File: src/hdl/srp_pkg.sv
// package: shared constants for the serial rtc register port
package srp_pkg;
   // transfer format codes in the low command nibble
   localparam logic [3:0] FMT_WR_ONE   = 4'h8;
   localparam logic [3:0] FMT_WR_BURST = 4'h0;
   localparam logic [3:0] FMT_RD_ONE   = 4'hC;
   localparam logic [3:0] FMT_RD_BURST = 4'h4;
   // alarm register addresses in the device map
   localparam logic [3:0] ADDR_WK_MIN  = 4'h8;
   localparam logic [3:0] ADDR_WK_HOUR = 4'h9;
   localparam logic [3:0] ADDR_WK_DAYS = 4'hA;
   localparam logic [3:0] ADDR_DY_MIN  = 4'hB;
   localparam logic [3:0] ADDR_DY_HOUR = 4'hC;
   // implemented bits per register kind, unused bits read zero
   localparam logic [7:0] MASK_SEVEN = 8'h7F;
   localparam logic [7:0] MASK_HOUR  = 8'h3F;
   localparam logic [7:0] MASK_ALL   = 8'hFF;
   // day code with no enable bit behind it
   localparam logic [2:0] DAY_NONE = 3'h7;
   // index of the last bit of a byte
   localparam logic [2:0] BIT_LAST = 3'h7;
   // carry hold limit: 1 second at the system clock
   localparam int CLK_HZ   = 25_000_000;
   localparam int HOLD_MS  = 1000;
   localparam int HOLD_CYC = CLK_HZ / 1000 * HOLD_MS;
   // host register offsets
   localparam logic [3:0] HOFF_XFER = 4'h0;
   localparam logic [3:0] HOFF_RXD  = 4'h4;
   localparam logic [3:0] HOFF_STAT = 4'h8;
   localparam logic [3:0] HOFF_DIV  = 4'hC;
   // host transfer register fields
   localparam int XFER_LAST_BIT = 8;
   localparam int XFER_IDLE_BIT = 9;
   // host half-period divider after reset
   localparam logic [15:0] DIV_RST = 16'h0008;
   // axi response codes
   localparam logic [1:0] RESP_OKAY   = 2'h0;
   localparam logic [1:0] RESP_SLVERR = 2'h2;
endpackage

File: src/hdl/srp_link_if.sv
// interface: four-wire link between host end and device end
`timescale 1ns/1ps
`default_nettype none
interface srp_link_if;
   logic ce;    // chip enable, frames a transfer
   logic sclk;  // serial clock made by the host
   logic si;    // data from host to device
   logic so;    // data from device to host
   logic so_oe; // device drives so while high
   // device end
   modport device (input ce, input sclk, input si, output so, output so_oe);
   // host end
   modport host (output ce, output sclk, output si, input so, input so_oe);
endinterface // srp_link_if
`default_nettype wire

File: src/hdl/srp_host.sv
// design: host end of the serial rtc register port with an axi4-lite slave
`timescale 1ns/1ps
`default_nettype none
module srp_host (
   // clock and reset
   input  wire logic        aclk,
   input  wire logic        aresetn,
   // axi4-lite write address and data
   input  wire logic [3:0]  s_axi_awaddr,
   input  wire logic        s_axi_awvalid,
   output wire logic        s_axi_awready,
   input  wire logic [31:0] s_axi_wdata,
   input  wire logic [3:0]  s_axi_wstrb,
   input  wire logic        s_axi_wvalid,
   output wire logic        s_axi_wready,
   // axi4-lite write response
   output wire logic [1:0]  s_axi_bresp,
   output wire logic        s_axi_bvalid,
   input  wire logic        s_axi_bready,
   // axi4-lite read
   input  wire logic [3:0]  s_axi_araddr,
   input  wire logic        s_axi_arvalid,
   output wire logic        s_axi_arready,
   output wire logic [31:0] s_axi_rdata,
   output wire logic [1:0]  s_axi_rresp,
   output wire logic        s_axi_rvalid,
   input  wire logic        s_axi_rready,
   // serial link
   srp_link_if.host         link
);

   // link sequencer states, one-hot
   typedef enum logic [5:0] {
      HS_IDLE  = 6'h01, // no byte in progress
      HS_PREP  = 6'h02, // ce low, sclk at idle level
      HS_SETUP = 6'h04, // ce high before first edge
      HS_LEAD  = 6'h08, // sclk away from idle level
      HS_TRAIL = 6'h10, // sclk back at idle level
      HS_GAP   = 6'h20  // ce low after the frame
   } srp_hst_type;

   // all state of the host end
   typedef struct packed {
      logic        awready, wready, arready; // axi readies
      logic        aw_ok, w_ok;    // address or data held
      logic [3:0]  awa;            // held write address
      logic [31:0] wd;             // held write data
      logic [3:0]  ws;             // held write strobes
      logic        bvalid, rvalid; // axi answers
      logic [1:0]  bresp, rresp;   // axi answer codes
      logic [31:0] rdata;          // read data
      logic [1:0]  so_s;           // so synchroniser
      srp_hst_type st;             // sequencer state
      logic [7:0]  tx, rx, rxd;    // shift out, in, last byte in
      logic        last;           // close frame after this byte
      logic        idle_hi;        // sclk idle level of the frame
      logic [2:0]  cnt;            // bit count
      logic [15:0] tmr, div;       // half-period timer and setting
      logic        ce, sclk, si;   // link outputs
   } srp_host_state_type;

   // value after reset
   localparam srp_host_state_type HOST_RST = '{
      awready: 1'b1, wready: 1'b1, arready: 1'b1, st: HS_IDLE,
      div: srp_pkg::DIV_RST, default: '0};

   srp_host_state_type q;   // registered state
   srp_host_state_type nxt; // next state

   // true for an offset that the host map holds
   function automatic logic mapped(input logic [3:0] a);
      mapped = (a == srp_pkg::HOFF_XFER) || (a == srp_pkg::HOFF_RXD)
               || (a == srp_pkg::HOFF_STAT) || (a == srp_pkg::HOFF_DIV);
   endfunction

   logic tick; // half period over

   assign tick = (q.tmr == 16'h0000);

   // next-state logic
   always_comb begin
      nxt      = q;
      nxt.so_s = {q.so_s[0], link.so};
      nxt.tmr  = tick ? q.tmr : 16'(q.tmr - 16'h0001);
      // link sequencer, each step lasts div cycles
      case (q.st)
         HS_IDLE: begin
            nxt.st = HS_IDLE;
         end
         HS_PREP: begin
            if (tick) begin
               nxt.ce  = 1'b1;
               nxt.st  = HS_SETUP;
               nxt.tmr = 16'(q.div - 16'h0001);
            end
         end
         HS_SETUP, HS_TRAIL: begin
            if (tick && q.st == HS_TRAIL && q.cnt == srp_pkg::BIT_LAST) begin
               nxt.rxd = q.rx;
               nxt.cnt = 3'h0;
               if (q.last) begin
                  nxt.ce  = 1'b0;
                  nxt.st  = HS_GAP;
                  nxt.tmr = 16'(q.div - 16'h0001);
               end else begin
                  nxt.st = HS_IDLE;
               end
            end else if (tick) begin
               // leading edge: launch next bit msb first
               nxt.cnt  = (q.st == HS_TRAIL) ? 3'(q.cnt + 3'h1) : 3'h0;
               nxt.sclk = ~q.idle_hi;
               nxt.si   = q.tx[7];
               nxt.tx   = {q.tx[6:0], 1'b0};
               nxt.st   = HS_LEAD;
               nxt.tmr  = 16'(q.div - 16'h0001);
            end
         end
         HS_LEAD: begin
            if (tick) begin
               // trailing edge: sample so just before it
               nxt.sclk = q.idle_hi;
               nxt.rx   = {q.rx[6:0], q.so_s[1]};
               nxt.st   = HS_TRAIL;
               nxt.tmr  = 16'(q.div - 16'h0001);
            end
         end
         HS_GAP: begin
            if (tick) begin
               nxt.st = HS_IDLE;
            end
         end
         default: begin
            nxt.st = HS_IDLE;
         end
      endcase
      // axi write channels, taken in either order
      if (s_axi_awvalid && q.awready) begin
         nxt.aw_ok   = 1'b1;
         nxt.awa     = s_axi_awaddr;
         nxt.awready = 1'b0;
      end
      if (s_axi_wvalid && q.wready) begin
         nxt.w_ok   = 1'b1;
         nxt.wd     = s_axi_wdata;
         nxt.ws     = s_axi_wstrb;
         nxt.wready = 1'b0;
      end
      if (q.aw_ok && q.w_ok && !q.bvalid) begin
         nxt.aw_ok  = 1'b0;
         nxt.w_ok   = 1'b0;
         nxt.bvalid = 1'b1;
         nxt.bresp  = mapped(q.awa) ? srp_pkg::RESP_OKAY : srp_pkg::RESP_SLVERR;
         if (q.awa == srp_pkg::HOFF_XFER) begin
            // a new byte starts only when the sequencer is idle
            if (q.st == HS_IDLE && q.ws[0]) begin
               nxt.tx   = q.wd[7:0];
               nxt.last = q.ws[1] & q.wd[srp_pkg::XFER_LAST_BIT];
               nxt.tmr  = 16'(q.div - 16'h0001);
               if (!q.ce) begin
                  // open a frame: set idle level first, then raise ce
                  nxt.idle_hi = q.ws[1] & q.wd[srp_pkg::XFER_IDLE_BIT];
                  nxt.sclk    = q.ws[1] & q.wd[srp_pkg::XFER_IDLE_BIT];
                  nxt.st      = HS_PREP;
               end else begin
                  nxt.st = HS_SETUP;
               end
            end
         end else if (q.awa == srp_pkg::HOFF_DIV) begin
            if (q.ws[0]) begin
               nxt.div[7:0] = q.wd[7:0];
            end
            if (q.ws[1]) begin
               nxt.div[15:8] = q.wd[15:8];
            end
         end
      end
      if (q.bvalid && s_axi_bready) begin
         nxt.bvalid  = 1'b0;
         nxt.awready = 1'b1;
         nxt.wready  = 1'b1;
      end
      // axi read channel
      if (s_axi_arvalid && q.arready) begin
         nxt.arready = 1'b0;
         nxt.rvalid  = 1'b1;
         nxt.rresp   = mapped(s_axi_araddr) ? srp_pkg::RESP_OKAY : srp_pkg::RESP_SLVERR;
         if (s_axi_araddr == srp_pkg::HOFF_RXD) begin
            nxt.rdata = {24'h00_0000, q.rxd};
         end else if (s_axi_araddr == srp_pkg::HOFF_STAT) begin
            nxt.rdata = {29'h0000_0000, q.idle_hi, q.ce, q.st != HS_IDLE};
         end else if (s_axi_araddr == srp_pkg::HOFF_DIV) begin
            nxt.rdata = {16'h0000, q.div};
         end else begin
            nxt.rdata = 32'h0000_0000;
         end
      end
      if (q.rvalid && s_axi_rready) begin
         nxt.rvalid  = 1'b0;
         nxt.arready = 1'b1;
      end
   end

   // state register
   always_ff @(posedge aclk) begin
      if (!aresetn) begin
         q <= HOST_RST;
      end else begin
         q <= nxt;
      end
   end

   // outputs straight from the state register
   assign s_axi_awready = q.awready;
   assign s_axi_wready  = q.wready;
   assign s_axi_bresp   = q.bresp;
   assign s_axi_bvalid  = q.bvalid;
   assign s_axi_arready = q.arready;
   assign s_axi_rdata   = q.rdata;
   assign s_axi_rresp   = q.rresp;
   assign s_axi_rvalid  = q.rvalid;
   assign link.ce       = q.ce;
   assign link.sclk     = q.sclk;
   assign link.si       = q.si;

endmodule // srp_host
`default_nettype wire

File: src/flat_wrapper.sv
// flat-port wrapper written by rule: the top's interface ports become plain ports
module srp_host_flat 
  (aclk, aresetn, s_axi_awaddr, s_axi_awvalid, s_axi_awready, s_axi_wdata, s_axi_wstrb, s_axi_wvalid, s_axi_wready, s_axi_bresp, s_axi_bvalid, s_axi_bready, s_axi_araddr, s_axi_arvalid, s_axi_arready, s_axi_rdata, s_axi_rresp, s_axi_rvalid, s_axi_rready, link_ce, link_sclk, link_si, link_so, link_so_oe);
  srp_link_if link_i ();
  input  wire logic aclk;
  input  wire logic aresetn;
  input  wire logic [3:0] s_axi_awaddr;
  input  wire logic s_axi_awvalid;
  output wire logic s_axi_awready;
  input  wire logic [31:0] s_axi_wdata;
  input  wire logic [3:0] s_axi_wstrb;
  input  wire logic s_axi_wvalid;
  output wire logic s_axi_wready;
  output wire logic [1:0] s_axi_bresp;
  output wire logic s_axi_bvalid;
  input  wire logic s_axi_bready;
  input  wire logic [3:0] s_axi_araddr;
  input  wire logic s_axi_arvalid;
  output wire logic s_axi_arready;
  output wire logic [31:0] s_axi_rdata;
  output wire logic [1:0] s_axi_rresp;
  output wire logic s_axi_rvalid;
  input  wire logic s_axi_rready;
  output wire logic [$bits(link_i.ce)-1:0] link_ce;
  output wire logic [$bits(link_i.sclk)-1:0] link_sclk;
  output wire logic [$bits(link_i.si)-1:0] link_si;
  input wire logic [$bits(link_i.so)-1:0] link_so;
  input wire logic [$bits(link_i.so_oe)-1:0] link_so_oe;
  assign link_ce = link_i.ce;
  assign link_sclk = link_i.sclk;
  assign link_si = link_i.si;
  assign link_i.so = link_so;
  assign link_i.so_oe = link_so_oe;
  srp_host u_core (.aclk(aclk), .aresetn(aresetn), .s_axi_awaddr(s_axi_awaddr), .s_axi_awvalid(s_axi_awvalid), .s_axi_awready(s_axi_awready), .s_axi_wdata(s_axi_wdata), .s_axi_wstrb(s_axi_wstrb), .s_axi_wvalid(s_axi_wvalid), .s_axi_wready(s_axi_wready), .s_axi_bresp(s_axi_bresp), .s_axi_bvalid(s_axi_bvalid), .s_axi_bready(s_axi_bready), .s_axi_araddr(s_axi_araddr), .s_axi_arvalid(s_axi_arvalid), .s_axi_arready(s_axi_arready), .s_axi_rdata(s_axi_rdata), .s_axi_rresp(s_axi_rresp), .s_axi_rvalid(s_axi_rvalid), .s_axi_rready(s_axi_rready), .link(link_i));
endmodule
File: config.mk
export PLATFORM = sky130hd
export DESIGN_NAME = srp_host_flat
export DESIGN_NICKNAME = d
export VERILOG_FILES = /design/src/hdl/srp_pkg.sv /design/src/hdl/srp_link_if.sv /design/src/hdl/srp_host.sv /design/src/flat_wrapper.sv
export SDC_FILE = /design/constraint.sdc
export NUM_CORES = 1
export LEC_CHECK = 0
export ABC_AREA = 1
export BUFFER_PORTS_ARGS = -buffer_cell sky130_fd_sc_hd__buf_2
export CAP_MARGIN = 20
export CORE_AREA = 2 2 150 108
export DETAILED_ROUTE_END_ITERATION = 7
export DIE_AREA = 0 0 152 110
export PLACE_DENSITY = 0.68
export SYNTH_ARGS = -nofsm -noshare
export SYNTH_HDL_FRONTEND = slang
export SYNTH_SLANG_ARGS = --single-unit
File: constraint.sdc
create_clock -name aclk -period 5.4 [get_ports aclk]
set_input_delay 1.35 -clock aclk [delete_from_list [all_inputs] [get_ports aclk]]
set_output_delay 1.35 -clock aclk [all_outputs]
set_load 0.01 [all_outputs]
Word-level counts from Yosys, hierarchy flattened --
Index checks and enable logic that the tools add are counted.
Cells by class: equal/unequal tests 17, muxes and demuxes 44, add/subtract/negate cells 3, bitwise gates (word level) 7, reductions and logical operators 36
Operator list (count):
- $mux 16 | 8
- $mux 32 | 3
- $mux 14 | 4
- $mux 19 | 2
- $mux 8 | 4
- $pmux 16 s2 | 1
- $sub 16x1->16 const B | 2
- $mux 6 | 5
- $pmux 6 s4 | 1
- $eq 4x4->1 const B | 4
- $logic_not 16->1 | 1
- $reduce_and 4->1 | 4
- $logic_and 1x1->1 | 10
- $reduce_or 2->1 | 5
- $eq 4x3->1 const B | 2
- $logic_not 4->1 | 2
- $mux 1 | 8
- $mux 2 | 4
- $eq 6x1->1 const B | 1
- $eq 6x2->1 const B | 1
- $eq 6x3->1 const B | 1
- $eq 6x4->1 const B | 1
- $eq 6x5->1 const B | 1
- $eq 6x6->1 const B | 1
- other kinds (13) | 31
Word-level totals: word-level logic and storage cells 134, bits in registers 137, output and inout bits 44

Longest topological paths before layout --
Gate-level depths: netlist of run 1.
depth after elaboration 9, mapped depth 13

Worst setup path after synthesis of run 1 --
No wires, ideal clock.
path kind input to register, start input port s_axi_araddr[1], end register u_core.q (netlist bit u_core.s_axi_rdata[1]), arrival time 2.286 ns, cell stages on the path 7, library setup time 0.081 ns, path slack 3.034 ns, data required time 5.319 ns, cells stage by stage or2_2 nor2_1 nand2_1 inv_1 buf_2 nand2_1 a41oi_1
On the way: word-level cells in the longest chain between the ends 4, elaborated cells on any way between the ends 6, classes of those cells eq/ne: 3; mux: 3
RTL lines:
- start, declared | RTL line flat_wrapper.sv:17 | input wire logic [3:0] s_axi_araddr;
- $eq 4x4->1 | RTL line srp_host.sv:191 | end else if (s_axi_araddr == srp_pkg::HOFF_DIV) begin
- $mux 16 | RTL line srp_host.sv:191
- $mux 32 | RTL line srp_host.sv:189 | end else if (s_axi_araddr == srp_pkg::HOFF_STAT) begin
- $mux 32 * | RTL line srp_host.sv:187 | if (s_axi_araddr == srp_pkg::HOFF_RXD) begin
- end signal, assigned | RTL line srp_host.sv:208 | q <= nxt;
- end, declared | RTL line srp_host.sv:67 | srp_host_state_type q;
Mark *: on every way between the ends. The rest lies on a longest branch, timed or not. A chain may end at the register's enable or synchronous reset.

Worst setup path in the final report of run 1 --
start input port s_axi_wvalid, end register u_core.q[114] (netlist name)
On the way: word-level cells in the longest chain between the ends 1
RTL lines:
- start, declared | RTL line flat_wrapper.sv:12 | input wire logic s_axi_wvalid;
- $logic_and 1x1->1 | RTL line srp_host.sv:142 | if (s_axi_wvalid && q.wready) begin
Every way passes these cells.

==> impl_metrics.env, run 1 <==
export IMPL_status="completed"
export IMPL_globalRouteOverflowTotal=0
export IMPL_synth_most_common_cell="nand2_1"
export IMPL_first_global_vias=5034
export IMPL_report_final_setup_viol=0
export IMPL_critPathLaunchType="primary input"
export IMPL_synth_yosys_warnings=0
export IMPL_ys_seq_area_share_pct=39.6
export IMPL_rsz0062_at_grt="false"
export IMPL_syn_mean_instance_area_um2=6.88
export IMPL_ctsResizeCount=0
export IMPL_grt_use_total_pct=18.8
export IMPL_critPathMostFrequentCell="nor2_1"
export IMPL_maximum_ir_drop_on_the_vdd_rail_mv=0.198
export IMPL_post_synth_num_cell_types=41
export IMPL_port_buffer_count=59
export IMPL_power_density_nw_per_um2=452
export IMPL_numCtsBuffers=17
export IMPL_worst_endpoint_required_ns=5.70
export IMPL_diodes=0
export IMPL_cts_hold_buffers_added=0
export IMPL_detail_route_drc_violations=0
export IMPL_maximum_number_of_pins_on_one_net_before_global_route_repair=73
export IMPL_io_pins=97
export IMPL_period_share_pct=46.3
export IMPL_gp_weighted_congestion=0.879
export IMPL_hpwl_mm=11.0
export IMPL_max_slew_margin_pct=44.7
export IMPL_first_pass_grt_wire_length_mm=25.2
export IMPL_core_um2=15300
export IMPL_drtAntennaViolNets=0
export IMPL_worst_clock_skew_ns=0.0103
export IMPL_firstDrtPassIters=5
export IMPL_finalWirelength_mm=15.3
export IMPL_worstPathMaxFanout=21
export IMPL_synth_top_cells_by_area="dfxtp_1 40%, nand2_1 10%, o21ai_0 7.9%"
export IMPL_syn_area_um2=6020
export IMPL_cell_type_contributing_the_most_total_cell_area_after_synthesis="dfxtp_1"
export IMPL_nNetsFinal=965
export IMPL_cell_by_cell_listing_of_the_critical_path="buf_2 -> nand2_1 -> clkinv_1 -> nor2_1 -> nor2_1"
export IMPL_route_detailed_vias_per_inst=4.97
export IMPL_ys_ff_latch=119
export IMPL_placement_setup_worst_slack_ns=2.47
export IMPL_synth_edf_count=0
export IMPL_hold_start="u_core.nxt[71]$_SDFF_PN0_"
export IMPL_syn_instance_count=875
export IMPL_worst_slack_ns=2.90
export IMPL_critical_path_reg2reg_endpoint="u_core.q[23]$_SDFF_PN0_"
export IMPL_fp_dieH_um=110
export IMPL_finish_utilization_pct=44.8
export IMPL_clock_tree_from_tritoncts="built"
export IMPL_post_route_cells_drive_above_1_share_pct=13.2
export IMPL_cts_max_level=4
export IMPL_antenna_found_initial=0
export IMPL_synth_largest_type_area_fraction_pct=39.6
export IMPL_min_delay_path_depth=2
export IMPL_area_of_the_die_um2=16700
export IMPL_async_flop_share_pct=0
export IMPL_critical_path_reg2reg_startpoint="u_core.q[68]$_SDFF_PN0_"
export IMPL_cts_buffer_depth=2
export IMPL_detailroute_via_count=5566
export IMPL_hold_viol=0
export IMPL_slew_violations=0
export IMPL_cts_num_sinks=119
export IMPL_rows=38
export IMPL_slowest_stage="clkinv_1"
export IMPL_cts_setup_buffers=0
export IMPL_start_util_pct=39.4
export IMPL_endpoint_kind="flip-flop"
export IMPL_fin_setup_tns_ns=0
export IMPL_total_leakage_power_nw=3.11
export IMPL_rr_worst_depth=8
export IMPL_avgRoutedWirePerCell_um=13.6
export IMPL_die_w_um=152
export IMPL_highest_attainable_clock_frequency_mhz=400
export IMPL_netlist_top_cells_count="165 x nand2_1, 121 x nor2_1, 119 x dfxtp_1"
export IMPL_detail_route_iter0_violations=447
export IMPL_clk_latency_ns=0.42
export IMPL_synth_top_flop_cell="dfxtp_1"
export IMPL_slowest_delay_ns=0.61
export IMPL_criticalPathCategory="primary input to flip-flop"
export IMPL_final_min_clock_period_ns=2.50
export IMPL_r2r_setup_slk_ns=3.08
export IMPL_area_growth_pct=13.5
export IMPL_tightestPinTransition_ns=0.829
export IMPL_data_arrival_time_of_the_critical_path_ns=2.80
export IMPL_clk_transition_reported_paths_ns=0.06
export IMPL_timing_hold_worst_endpoint="u_core.q[71]$_SDFF_PN0_"
export IMPL_holdCritPathClass="flip-flop to flip-flop"
export IMPL_max_cap_violations=0
export IMPL_nFillCells=1559
export IMPL_cts_root_buf="clkbuf_16"
-- flip-flops by register name (all words and copies together) (netlist names) --
signal	flops
u_core.q	92
u_core.s_axi_rdata	16
u_core.link.ce	1
u_core.link.sclk	1
u_core.link.si	1
u_core.nxt	1
u_core.s_axi_arready	1
u_core.s_axi_awready	1
u_core.s_axi_bresp	1
u_core.s_axi_bvalid	1
u_core.s_axi_rresp	1
u_core.s_axi_rvalid	1
u_core.s_axi_wready	1
-- placed cells by master, fill, tap and decap left out, types with 12 or more instances in the layout --
master / netlist / final
conb_1: 1 / 18
clkbuf_16: 0 / 17
nand3_1: 44 / 44
xor2_1: 12 / 12
dfxtp_1: 119 / 119
a21oi_1: 84 / 84
o21ai_0: 95 / 95
buf_2: 5 / 59
nand2_1: 165 / 165
inv_1: 85 / 85
nor2_1: 121 / 121
-- routing by layer --
layer	routed length (um)	track usage, %	up-vias
li1	-	-	2852
met1	7810	27.9	2511
met2	6110	27.6	184
met3	1200	3.95	19
met4	165	5.27	0
met5	0	0	-
-- how the worst max path moves through the flow --
stage	start	to	slack [ns]	depth (start not counted)
CTS	s_axi_wvalid	u_core.q[126]$_SDFFE_PN0P_	2.87	5
finish	s_axi_wvalid	u_core.q[114]$_SDFFE_PN0P_	2.90	5
global placement	s_axi_wvalid	u_core.q[126]$_SDFFE_PN0P_	2.50	5
floorplan	s_axi_araddr[1]	u_core.s_axi_rdata[1]$_SDFFE_PN0P_	3.03	7
global route	s_axi_wvalid	u_core.q[114]$_SDFFE_PN0P_	2.63	5
detailed placement	s_axi_wvalid	u_core.q[121]$_SDFFE_PN0P_	2.47	5
-- final cells by class --
class                           instances  area (um2)  share of cell area (%)
Timing Repair Buffer                   61         310                    4.54
Clock inverter                         14         163                    2.38
Tap cell                              200         250                    3.66
Inverter                               93         349                    5.11
Clock buffer                           18         439                    6.43
Sequential cell                       119        2380                    34.9
Multi-Input combinational cell        615        2940                    43.0
-- worst max-delay path: cells and delay by family --
kind                   cells  cell delay (ns)
buffers and inverters      2             0.70
AND/OR/NAND/NOR            3             0.75
-- power by group --
group	internal, mW	switching [mW]
registers	0.962	0.0706
logic	0.313	0.593
clock network	0.703	0.448
-- per-stage QoR --
step                hold WS [ns]  power [mW]  std cells  cell area, um2
detailed placement         0.402        1.93       1088            6230
floorplan                  0.390        1.76        892            6080
global route               0.445        3.29       1120            6830
global placement           0.394        1.92       1088            6230
CTS                        0.416        3.08       1120            6830
finish                     0.420        3.09       1120            6830
-- logic make-up (layout without fill, tap and decap cells) --
kind of cell | Yosys count | after routing | synth area share [%]
xor gates and xnor gates | 16 | 16 | 2.33
DFF | 119 | 119 | 39.6
adders and majority gates | 5 | 5 | 1.04
AOI/OAI and AO/OA | 199 | 199 | 17.2
buffers and inverters | 158 | 186 | 12.6
and+or+nand+nor | 377 | 377 | 27.2
other | 1 | 18 | 0.0623
Note: power is estimated with default switching activity, not from simulation.
==> inputs of run 2 (changes only) <==
ABC_AREA = 0   (was 1)
CORE_AREA = 2 2 145 104   (was 2 2 150 108)
DIE_AREA = 0 0 147 106   (was 0 0 152 110)
PLACE_DENSITY = 0.71   (was 0.68)
clock period = 2.2 ns   (was 5.4 ns; I/O delays follow)
==> run 2 against run 1 <==
First-iteration DRC count is 19% lower. Sequential cell count unchanged. The run now ends with negative setup slack left. Critical path type is now flip-flop to flip-flop. Clock skew fell by 0.00072 ns. Sequential power up 140%. Clock power rose to 2.5 times the previous value. Register-to-register slack worse by 3.1 ns. Combinational power rose to 2.5 times the previous value. Highest routed layer unchanged.
==> impl_metrics.env, run 2 <==
export IMPL_status="finished with violations"
export IMPL_violations="negative setup slack"
export IMPL_synth_most_common_cell="dfxtp_1"
export IMPL_largest_register="u_core.q"
export IMPL_share_comb_of_total_power_pct=30.0
export IMPL_hpwl_mm=10.1
export IMPL_worst_endpoint_required_ns=2.55
export IMPL_ys_seq_area_share_pct=42.6
export IMPL_cts_num_sinks=119
export IMPL_core_um2=14400
export IMPL_p_sw_share_pct=30.8
export IMPL_cell_internal_pwr_mw=5.34
export IMPL_rsz0062_at_grt="true"
export IMPL_hold_viol=0
export IMPL_firstDrtPassIters=5
export IMPL_route_detailed_vias_per_inst=5.26
export IMPL_power_share_clock_pct=38.0
export IMPL_clk_latency_ns=0.42
export IMPL_max_cap_violations=0
export IMPL_holdCritPathClass="primary input to flip-flop"
export IMPL_start_util_pct=39.0
export IMPL_cell_total_after_placement=911
export IMPL_numCtsBuffers=17
export IMPL_globalRouteOverflowTotal=0
export IMPL_highest_attainable_clock_frequency_mhz=442
export IMPL_synth_edf_count=0
export IMPL_design_power_total_mw=7.71
export IMPL_post_route_cells_drive_above_1_share_pct=28.4
export IMPL_power_density_nw_per_um2=1070
export IMPL_diodes=0
export IMPL_criticalPathCategory="flip-flop to flip-flop"
export IMPL_final_min_clock_period_ns=2.26
export IMPL_clock_tree_from_tritoncts="built"
export IMPL_port_buffer_count=59
export IMPL_leading_cell_types_in_the_layout_fill_and_taps_excluded="114 x dfxtp_1, 83 x nand2_1, 64 x nor2_1, 63 x a21oi_1, 59 x buf_2"
export IMPL_synth_yosys_warnings=0
export IMPL_cts_buffer_depth=2
export IMPL_clk_transition_reported_paths_ns=0.06
export IMPL_io_pins=97
export IMPL_synth_top_flop_cell="dfxtp_1"
export IMPL_maximum_ir_drop_on_the_vdd_rail_mv=0.550
export IMPL_first_global_vias=4569
export IMPL_detail_route_drc_violations=0
export IMPL_largest_register_ffs=92
export IMPL_detailroute_via_count=5016
export IMPL_post_synth_num_cell_types=62
export IMPL_area_of_the_die_um2=15600
export IMPL_synth_largest_type_area_fraction_pct=42.6
export IMPL_report_final_setup_viol=20
export IMPL_synth_top_cells_by_area="dfxtp_1 43%, a21oi_1 6.3%, nand2_1 5.8%"
export IMPL_finalWirelength_mm=14.9
export IMPL_switchingPower_mw=2.38
export IMPL_detail_route_iter0_violations=360
export IMPL_max_slew_margin_pct=63.1
export IMPL_period_share_pct=103
export IMPL_area_growth_pct=28.9
export IMPL_worst_clock_skew_ns=0.00963
export IMPL_data_arrival_time_of_the_critical_path_ns=2.62
export IMPL_drtAntennaViolNets=0
export IMPL_antenna_found_initial=0
export IMPL_fp_dieH_um=106
export IMPL_first_pass_grt_wire_length_mm=23.3
export IMPL_grt_use_total_pct=18.9
export IMPL_syn_area_um2=5590
export IMPL_rows=37
export IMPL_cts_max_level=4
export IMPL_slew_violations=0
export IMPL_total_leakage_power_nw=2.85
export IMPL_syn_instance_count=659
export IMPL_seq_power_share_pct=32.0
export IMPL_die_w_um=147
export IMPL_nNetsFinal=803
export IMPL_layout_commonest_cell="dfxtp_1"
export IMPL_ys_ff_latch=119
export IMPL_cell_type_contributing_the_most_total_cell_area_after_synthesis="dfxtp_1"
export IMPL_critPathLaunchType="flip-flop"
export IMPL_endpoint_kind="flip-flop"
export IMPL_maximum_number_of_pins_on_one_net_before_global_route_repair=43
export IMPL_syn_mean_instance_area_um2=8.49
export IMPL_worst_slack_ns=-0.0648
export IMPL_final_non_filler_cell_total=953
export IMPL_tightestPinTransition_ns=0.553
export IMPL_nFillCells=1330
export IMPL_worstPathMaxFanout=8
export IMPL_async_flop_share_pct=0
export IMPL_gp_weighted_congestion=0.859
export IMPL_avgRoutedWirePerCell_um=15.6
export IMPL_cts_root_buf="clkbuf_16"
export IMPL_netlist_top_cells_count="119 x dfxtp_1, 87 x nand2_1, 70 x a21oi_1"
[run 2: changes by cell type in the layout (fill, tap and decap cells not counted), sizes merged, moves of 10 or more]
cell	previous run	this run
mux2i	0	31
nand3	45	12
inv	97	17
nand2	171	87
o21ai	102	13
xnor2	4	16
a211oi	1	21
a22oi	1	13
nor2	134	66
buf	61	122
a21oi	84	70
nor4	1	12
or4	0	10
[run 2: power by group through the flow]
stage	clock, mW	sequential, mW	combinational (mW)
3_3_place_gp	0	2.50	1.93
5_1_grt	3.07	2.49	2.53
4_1_cts	2.98	2.46	2.06
3_5_place_dp	0	2.50	1.96
6_report	2.93	2.47	2.31
2_1_floorplan	0	2.52	1.26
[run 2: routing by layer]
layer	GRT usage, %	vias to the layer above	routed length (um)
met5	0	-	0
met4	5.08	0	119
met3	5.62	10	975
met2	27.7	173	6570
met1	27.0	2385	7200
li1	-	2448	-
[run 2: area by class of cell]
cell class	instances	area [um2]	area share [%]
Timing Repair Buffer	123	883	12.3
Inverter	10	37.5	0.521
Tap cell	195	244	3.38
Multi-Input combinational cell	474	3030	42.0
Clock inverter	14	185	2.57
Clock buffer	18	439	6.09
Sequential cell	119	2390	33.2
[run 2: cells by family (layout without fill, tap and decap cells)]
group,Yosys count,count (layout),share of synthesized area [%]
xor gates and xnor gates,23,23,3.60
muxes,35,35,6.35
other,1,18,0.0670
AOI/OAI and AO/OA,138,138,15.1
DFF,119,119,42.6
buffers and inverters,83,165,8.34
adders and majority gates,5,5,1.12
and+or+nand+nor,255,255,22.8
[run 2: critical path, stage by stage (launching register included)]
cell and delay [ns]:
dfxtp_1 0.32, or4_4 0.56, or4_4 0.64, buf_6 0.17, nor3_4 0.14, buf_6 0.17
nand2_2 0.07, a21oi_2 0.13
[run 2: worst paths after layout]
check	from	to	slack [ns]	cells after the start
min reg2reg	u_core.q[71]$_SDFF_PN0_	u_core.q[48]$_SDFFE_PN0P_	0.44	2
max reg2reg	u_core.q[24]$_SDFF_PN0_	u_core.q[45]$_SDFFE_PN0P_	-0.06	7
max	u_core.q[24]$_SDFF_PN0_	u_core.q[45]$_SDFFE_PN0P_	-0.06	7
min	s_axi_wvalid	u_core.s_axi_wready$_SDFFE_PP1P_	0.33	2
[run 2: metrics by stage]
stage          worst slack, ns  hold WS [ns]  setup TNS, ns  util (%)  area (um2)
5_1_grt                 -0.114         0.324          -2.39      50.2        7210
6_report               -0.0648         0.329         -0.644      50.2        7210
2_1_floorplan          -0.0551         0.412         -0.756         -        5700
3_5_place_dp            -0.102         0.437          -1.43      43.6        6260
3_3_place_gp           -0.0645         0.428         -0.740      43.6        6260
4_1_cts                -0.0362         0.320         -0.180      48.4        6940
[run 2: what timing repair did]
action                     CTS  global route
setup buffers                2             6
hold buffers                 0             0
setup endpoints to repair   45            47
pin swaps                   14            13
cloned                       0             2
gates resized for setup     13            40
==> inputs of run 3 (changes only) <==
SETUP_SLACK_MARGIN = 0.2   (was not set)
==> run 3 against run 2 <==
The flow still finishes with violations (negative setup slack). Combinational power hardly changed. Final cell count increased by 0.52%. Total power is 2.8% lower. Setup slack worse by 0.024 ns. Sequential power about the same. Utilization is 0.096 points lower. Largest cell class unchanged.
==> impl_metrics.env, run 3 (synthesis results as in run 2) <==
export IMPL_status="finished with violations"
export IMPL_violations="negative setup slack"
export IMPL_hpwl_mm=9.83
export IMPL_start_util_pct=39.0
export IMPL_clock_tree_from_tritoncts="built"
export IMPL_worst_setup_path_startpoint="u_core.q[20]$_SDFF_PN0_"
export IMPL_detailroute_via_count=4965
export IMPL_nNetsFinal=808
export IMPL_diodes=0
export IMPL_finish_utilization_pct=50.1
export IMPL_die_w_um=147
export IMPL_area_growth_pct=28.7
export IMPL_worst_slack_ns=-0.0888
export IMPL_highest_attainable_clock_frequency_mhz=437
export IMPL_share_comb_of_total_power_pct=30.4
export IMPL_maximum_number_of_pins_on_one_net_before_global_route_repair=61
export IMPL_cts_num_sinks=119
export IMPL_first_pass_grt_wire_length_mm=23.6
export IMPL_area_of_the_die_um2=15600
export IMPL_min_delay_path_depth=2
export IMPL_endpoint_kind="flip-flop"
export IMPL_power_share_clock_pct=36.8
export IMPL_cell_total_after_placement=916
export IMPL_switchingPower_mw=2.26
export IMPL_data_arrival_time_of_the_critical_path_ns=2.57
export IMPL_leading_cell_types_in_the_layout_fill_and_taps_excluded="114 x dfxtp_1, 85 x nand2_1, 64 x nor2_1, 64 x a21oi_1, 59 x buf_2"
export IMPL_antenna_found_initial=0
export IMPL_critical_path_reg2reg_endpoint="u_core.q[57]$_SDFF_PN0_"
export IMPL_worst_clock_skew_ns=0.00896
export IMPL_fp_dieH_um=106
export IMPL_worstPathMaxFanout=10
export IMPL_holdCritPathClass="primary input to flip-flop"
export IMPL_clk_latency_ns=0.41
export IMPL_hold_viol=0
export IMPL_p_sw_share_pct=30.1
export IMPL_final_min_clock_period_ns=2.29
export IMPL_first_global_vias=4687
export IMPL_core_um2=14400
export IMPL_io_pins=97
export IMPL_largest_register_ffs=92
export IMPL_criticalPathCategory="flip-flop to flip-flop"
export IMPL_layout_commonest_cell="dfxtp_1"
export IMPL_cell_internal_pwr_mw=5.24
export IMPL_tightestPinTransition_ns=0.643
export IMPL_total_leakage_power_nw=2.87
export IMPL_post_route_cells_drive_above_1_share_pct=27.9
export IMPL_detail_route_iter0_violations=423
export IMPL_r2r_setup_slk_ns=-0.09
export IMPL_worst_endpoint_required_ns=2.49
export IMPL_firstDrtPassIters=5
export IMPL_port_buffer_count=59
export IMPL_grt_use_total_pct=19.0
export IMPL_report_final_setup_viol=25
export IMPL_cts_root_buf="clkbuf_16"
export IMPL_seqCellArea_um2=2390
export IMPL_critical_path_reg2reg_startpoint="u_core.q[20]$_SDFF_PN0_"
export IMPL_avgRoutedWirePerCell_um=15.2
export IMPL_globalRouteOverflowTotal=0
export IMPL_cts_buffer_depth=2
export IMPL_finalWirelength_mm=14.5
export IMPL_critPathCapture="u_core.q[57]$_SDFF_PN0_"
export IMPL_nFillCells=1350
export IMPL_clk_transition_reported_paths_ns=0.06
export IMPL_drtAntennaViolNets=0
export IMPL_rsz0062_at_grt="true"
export IMPL_gp_weighted_congestion=0.825
export IMPL_largest_register="u_core.q"
export IMPL_slew_violations=0
export IMPL_maximum_ir_drop_on_the_vdd_rail_mv=0.543
export IMPL_seq_power_share_pct=32.8
export IMPL_numCtsBuffers=17
export IMPL_rr_worst_depth=7
export IMPL_fin_worst_hold_slack_ns=0.340
export IMPL_rows=37
export IMPL_multi_input_comb_area_um2=3020
export IMPL_max_cap_violations=0
export IMPL_power_density_nw_per_um2=1040
export IMPL_cts_max_level=4
export IMPL_route_detailed_vias_per_inst=5.18
export IMPL_cts_hold_buffers_added=0
export IMPL_detail_route_drc_violations=0
export IMPL_critPathLaunchType="flip-flop"
export IMPL_period_share_pct=104
export IMPL_max_slew_margin_pct=56.7
export IMPL_fin_setup_tns_ns=-0.976
export IMPL_final_non_filler_cell_total=958
## run 3: cell count changes in the layout (fill, tap and decap cells not counted), moves of 3 or more
cell / before / now
a211oi_1: 12 / 15
a211oi_2: 9 / 6
buf_4: 53 / 57
clkinv_2: 0 / 3
clkinvlp_4: 1 / 4
inv_6: 7 / 1
nand2_2: 4 / 0
## run 3: area by class of cell
class / count / share of cell area, %
inverter: 10 / 0.522
multi-input combinational: 474 / 42.0
clock buffer: 21 / 6.54
timing repair buffer: 128 / 12.7
tap: 195 / 3.39
clock inverter: 11 / 1.70
sequential: 119 / 33.2
## run 3: timing repair
item                       4_1_cts  5_1_grt
buffers inserted                 7        3
setup endpoints to repair       50       53
pin swaps                       10       16
resized for setup               13       28
## run 3: how the worst min path moves through the flow
stage,start,slack [ns],to
after detailed placement,u_core.q[110]$_SDFFE_PN0P_,0.45,u_core.q[110]$_SDFFE_PN0P_
after floorplan,u_core.nxt[71]$_SDFF_PN0_,0.41,u_core.q[71]$_SDFF_PN0_
after global placement,u_core.q[71]$_SDFF_PN0_,0.43,u_core.q[48]$_SDFFE_PN0P_
after CTS,s_axi_wvalid,0.33,u_core.s_axi_wready$_SDFFE_PP1P_
final,s_axi_wvalid,0.34,u_core.s_axi_wready$_SDFFE_PP1P_
after global routing,link_so,0.35,u_core.nxt[71]$_SDFF_PN0_
## run 3: worst max-delay path, stage by stage (launching register included)
cell and delay, ns:
dfxtp_2 0.32, inv_2 0.07, ha_4 0.13, or3b_4 0.37, or4_4 0.62, nor2_8 0.24, mux2i_1 0.30, a211oi_1 0.11
## run 3: power groups by stage
stage	Sequential [mW]	Combinational, mW	Clock (mW)
finish	2.46	2.28	2.76
global route	2.47	2.50	2.88
CTS	2.45	2.05	2.79
detailed placement	2.49	1.88	0
global placement	2.50	1.86	0
floorplan	2.52	1.27	0
## run 3: stage by stage
step           total power, mW  worst slack, ns  instance area, um2
6_report                  7.50          -0.0888                7200
5_1_grt                   7.85           -0.187                7200
4_1_cts                   7.29          -0.0576                7040
3_5_place_dp              4.38          -0.0975                6350
3_3_place_gp              4.35          -0.0684                6350
2_1_floorplan             3.78          -0.0542                5750
## run 3: metal layers
metal	track usage [%]	wire length (um)	part of all wire [%]	vias to the layer above
met5	0	0	0	-
li1	-	-	-	2462
met4	5.08	128	0.88	0
met3	4.21	758	5.2	13
met1	26.9	7190	49	2366
met2	29.3	6450	44	124
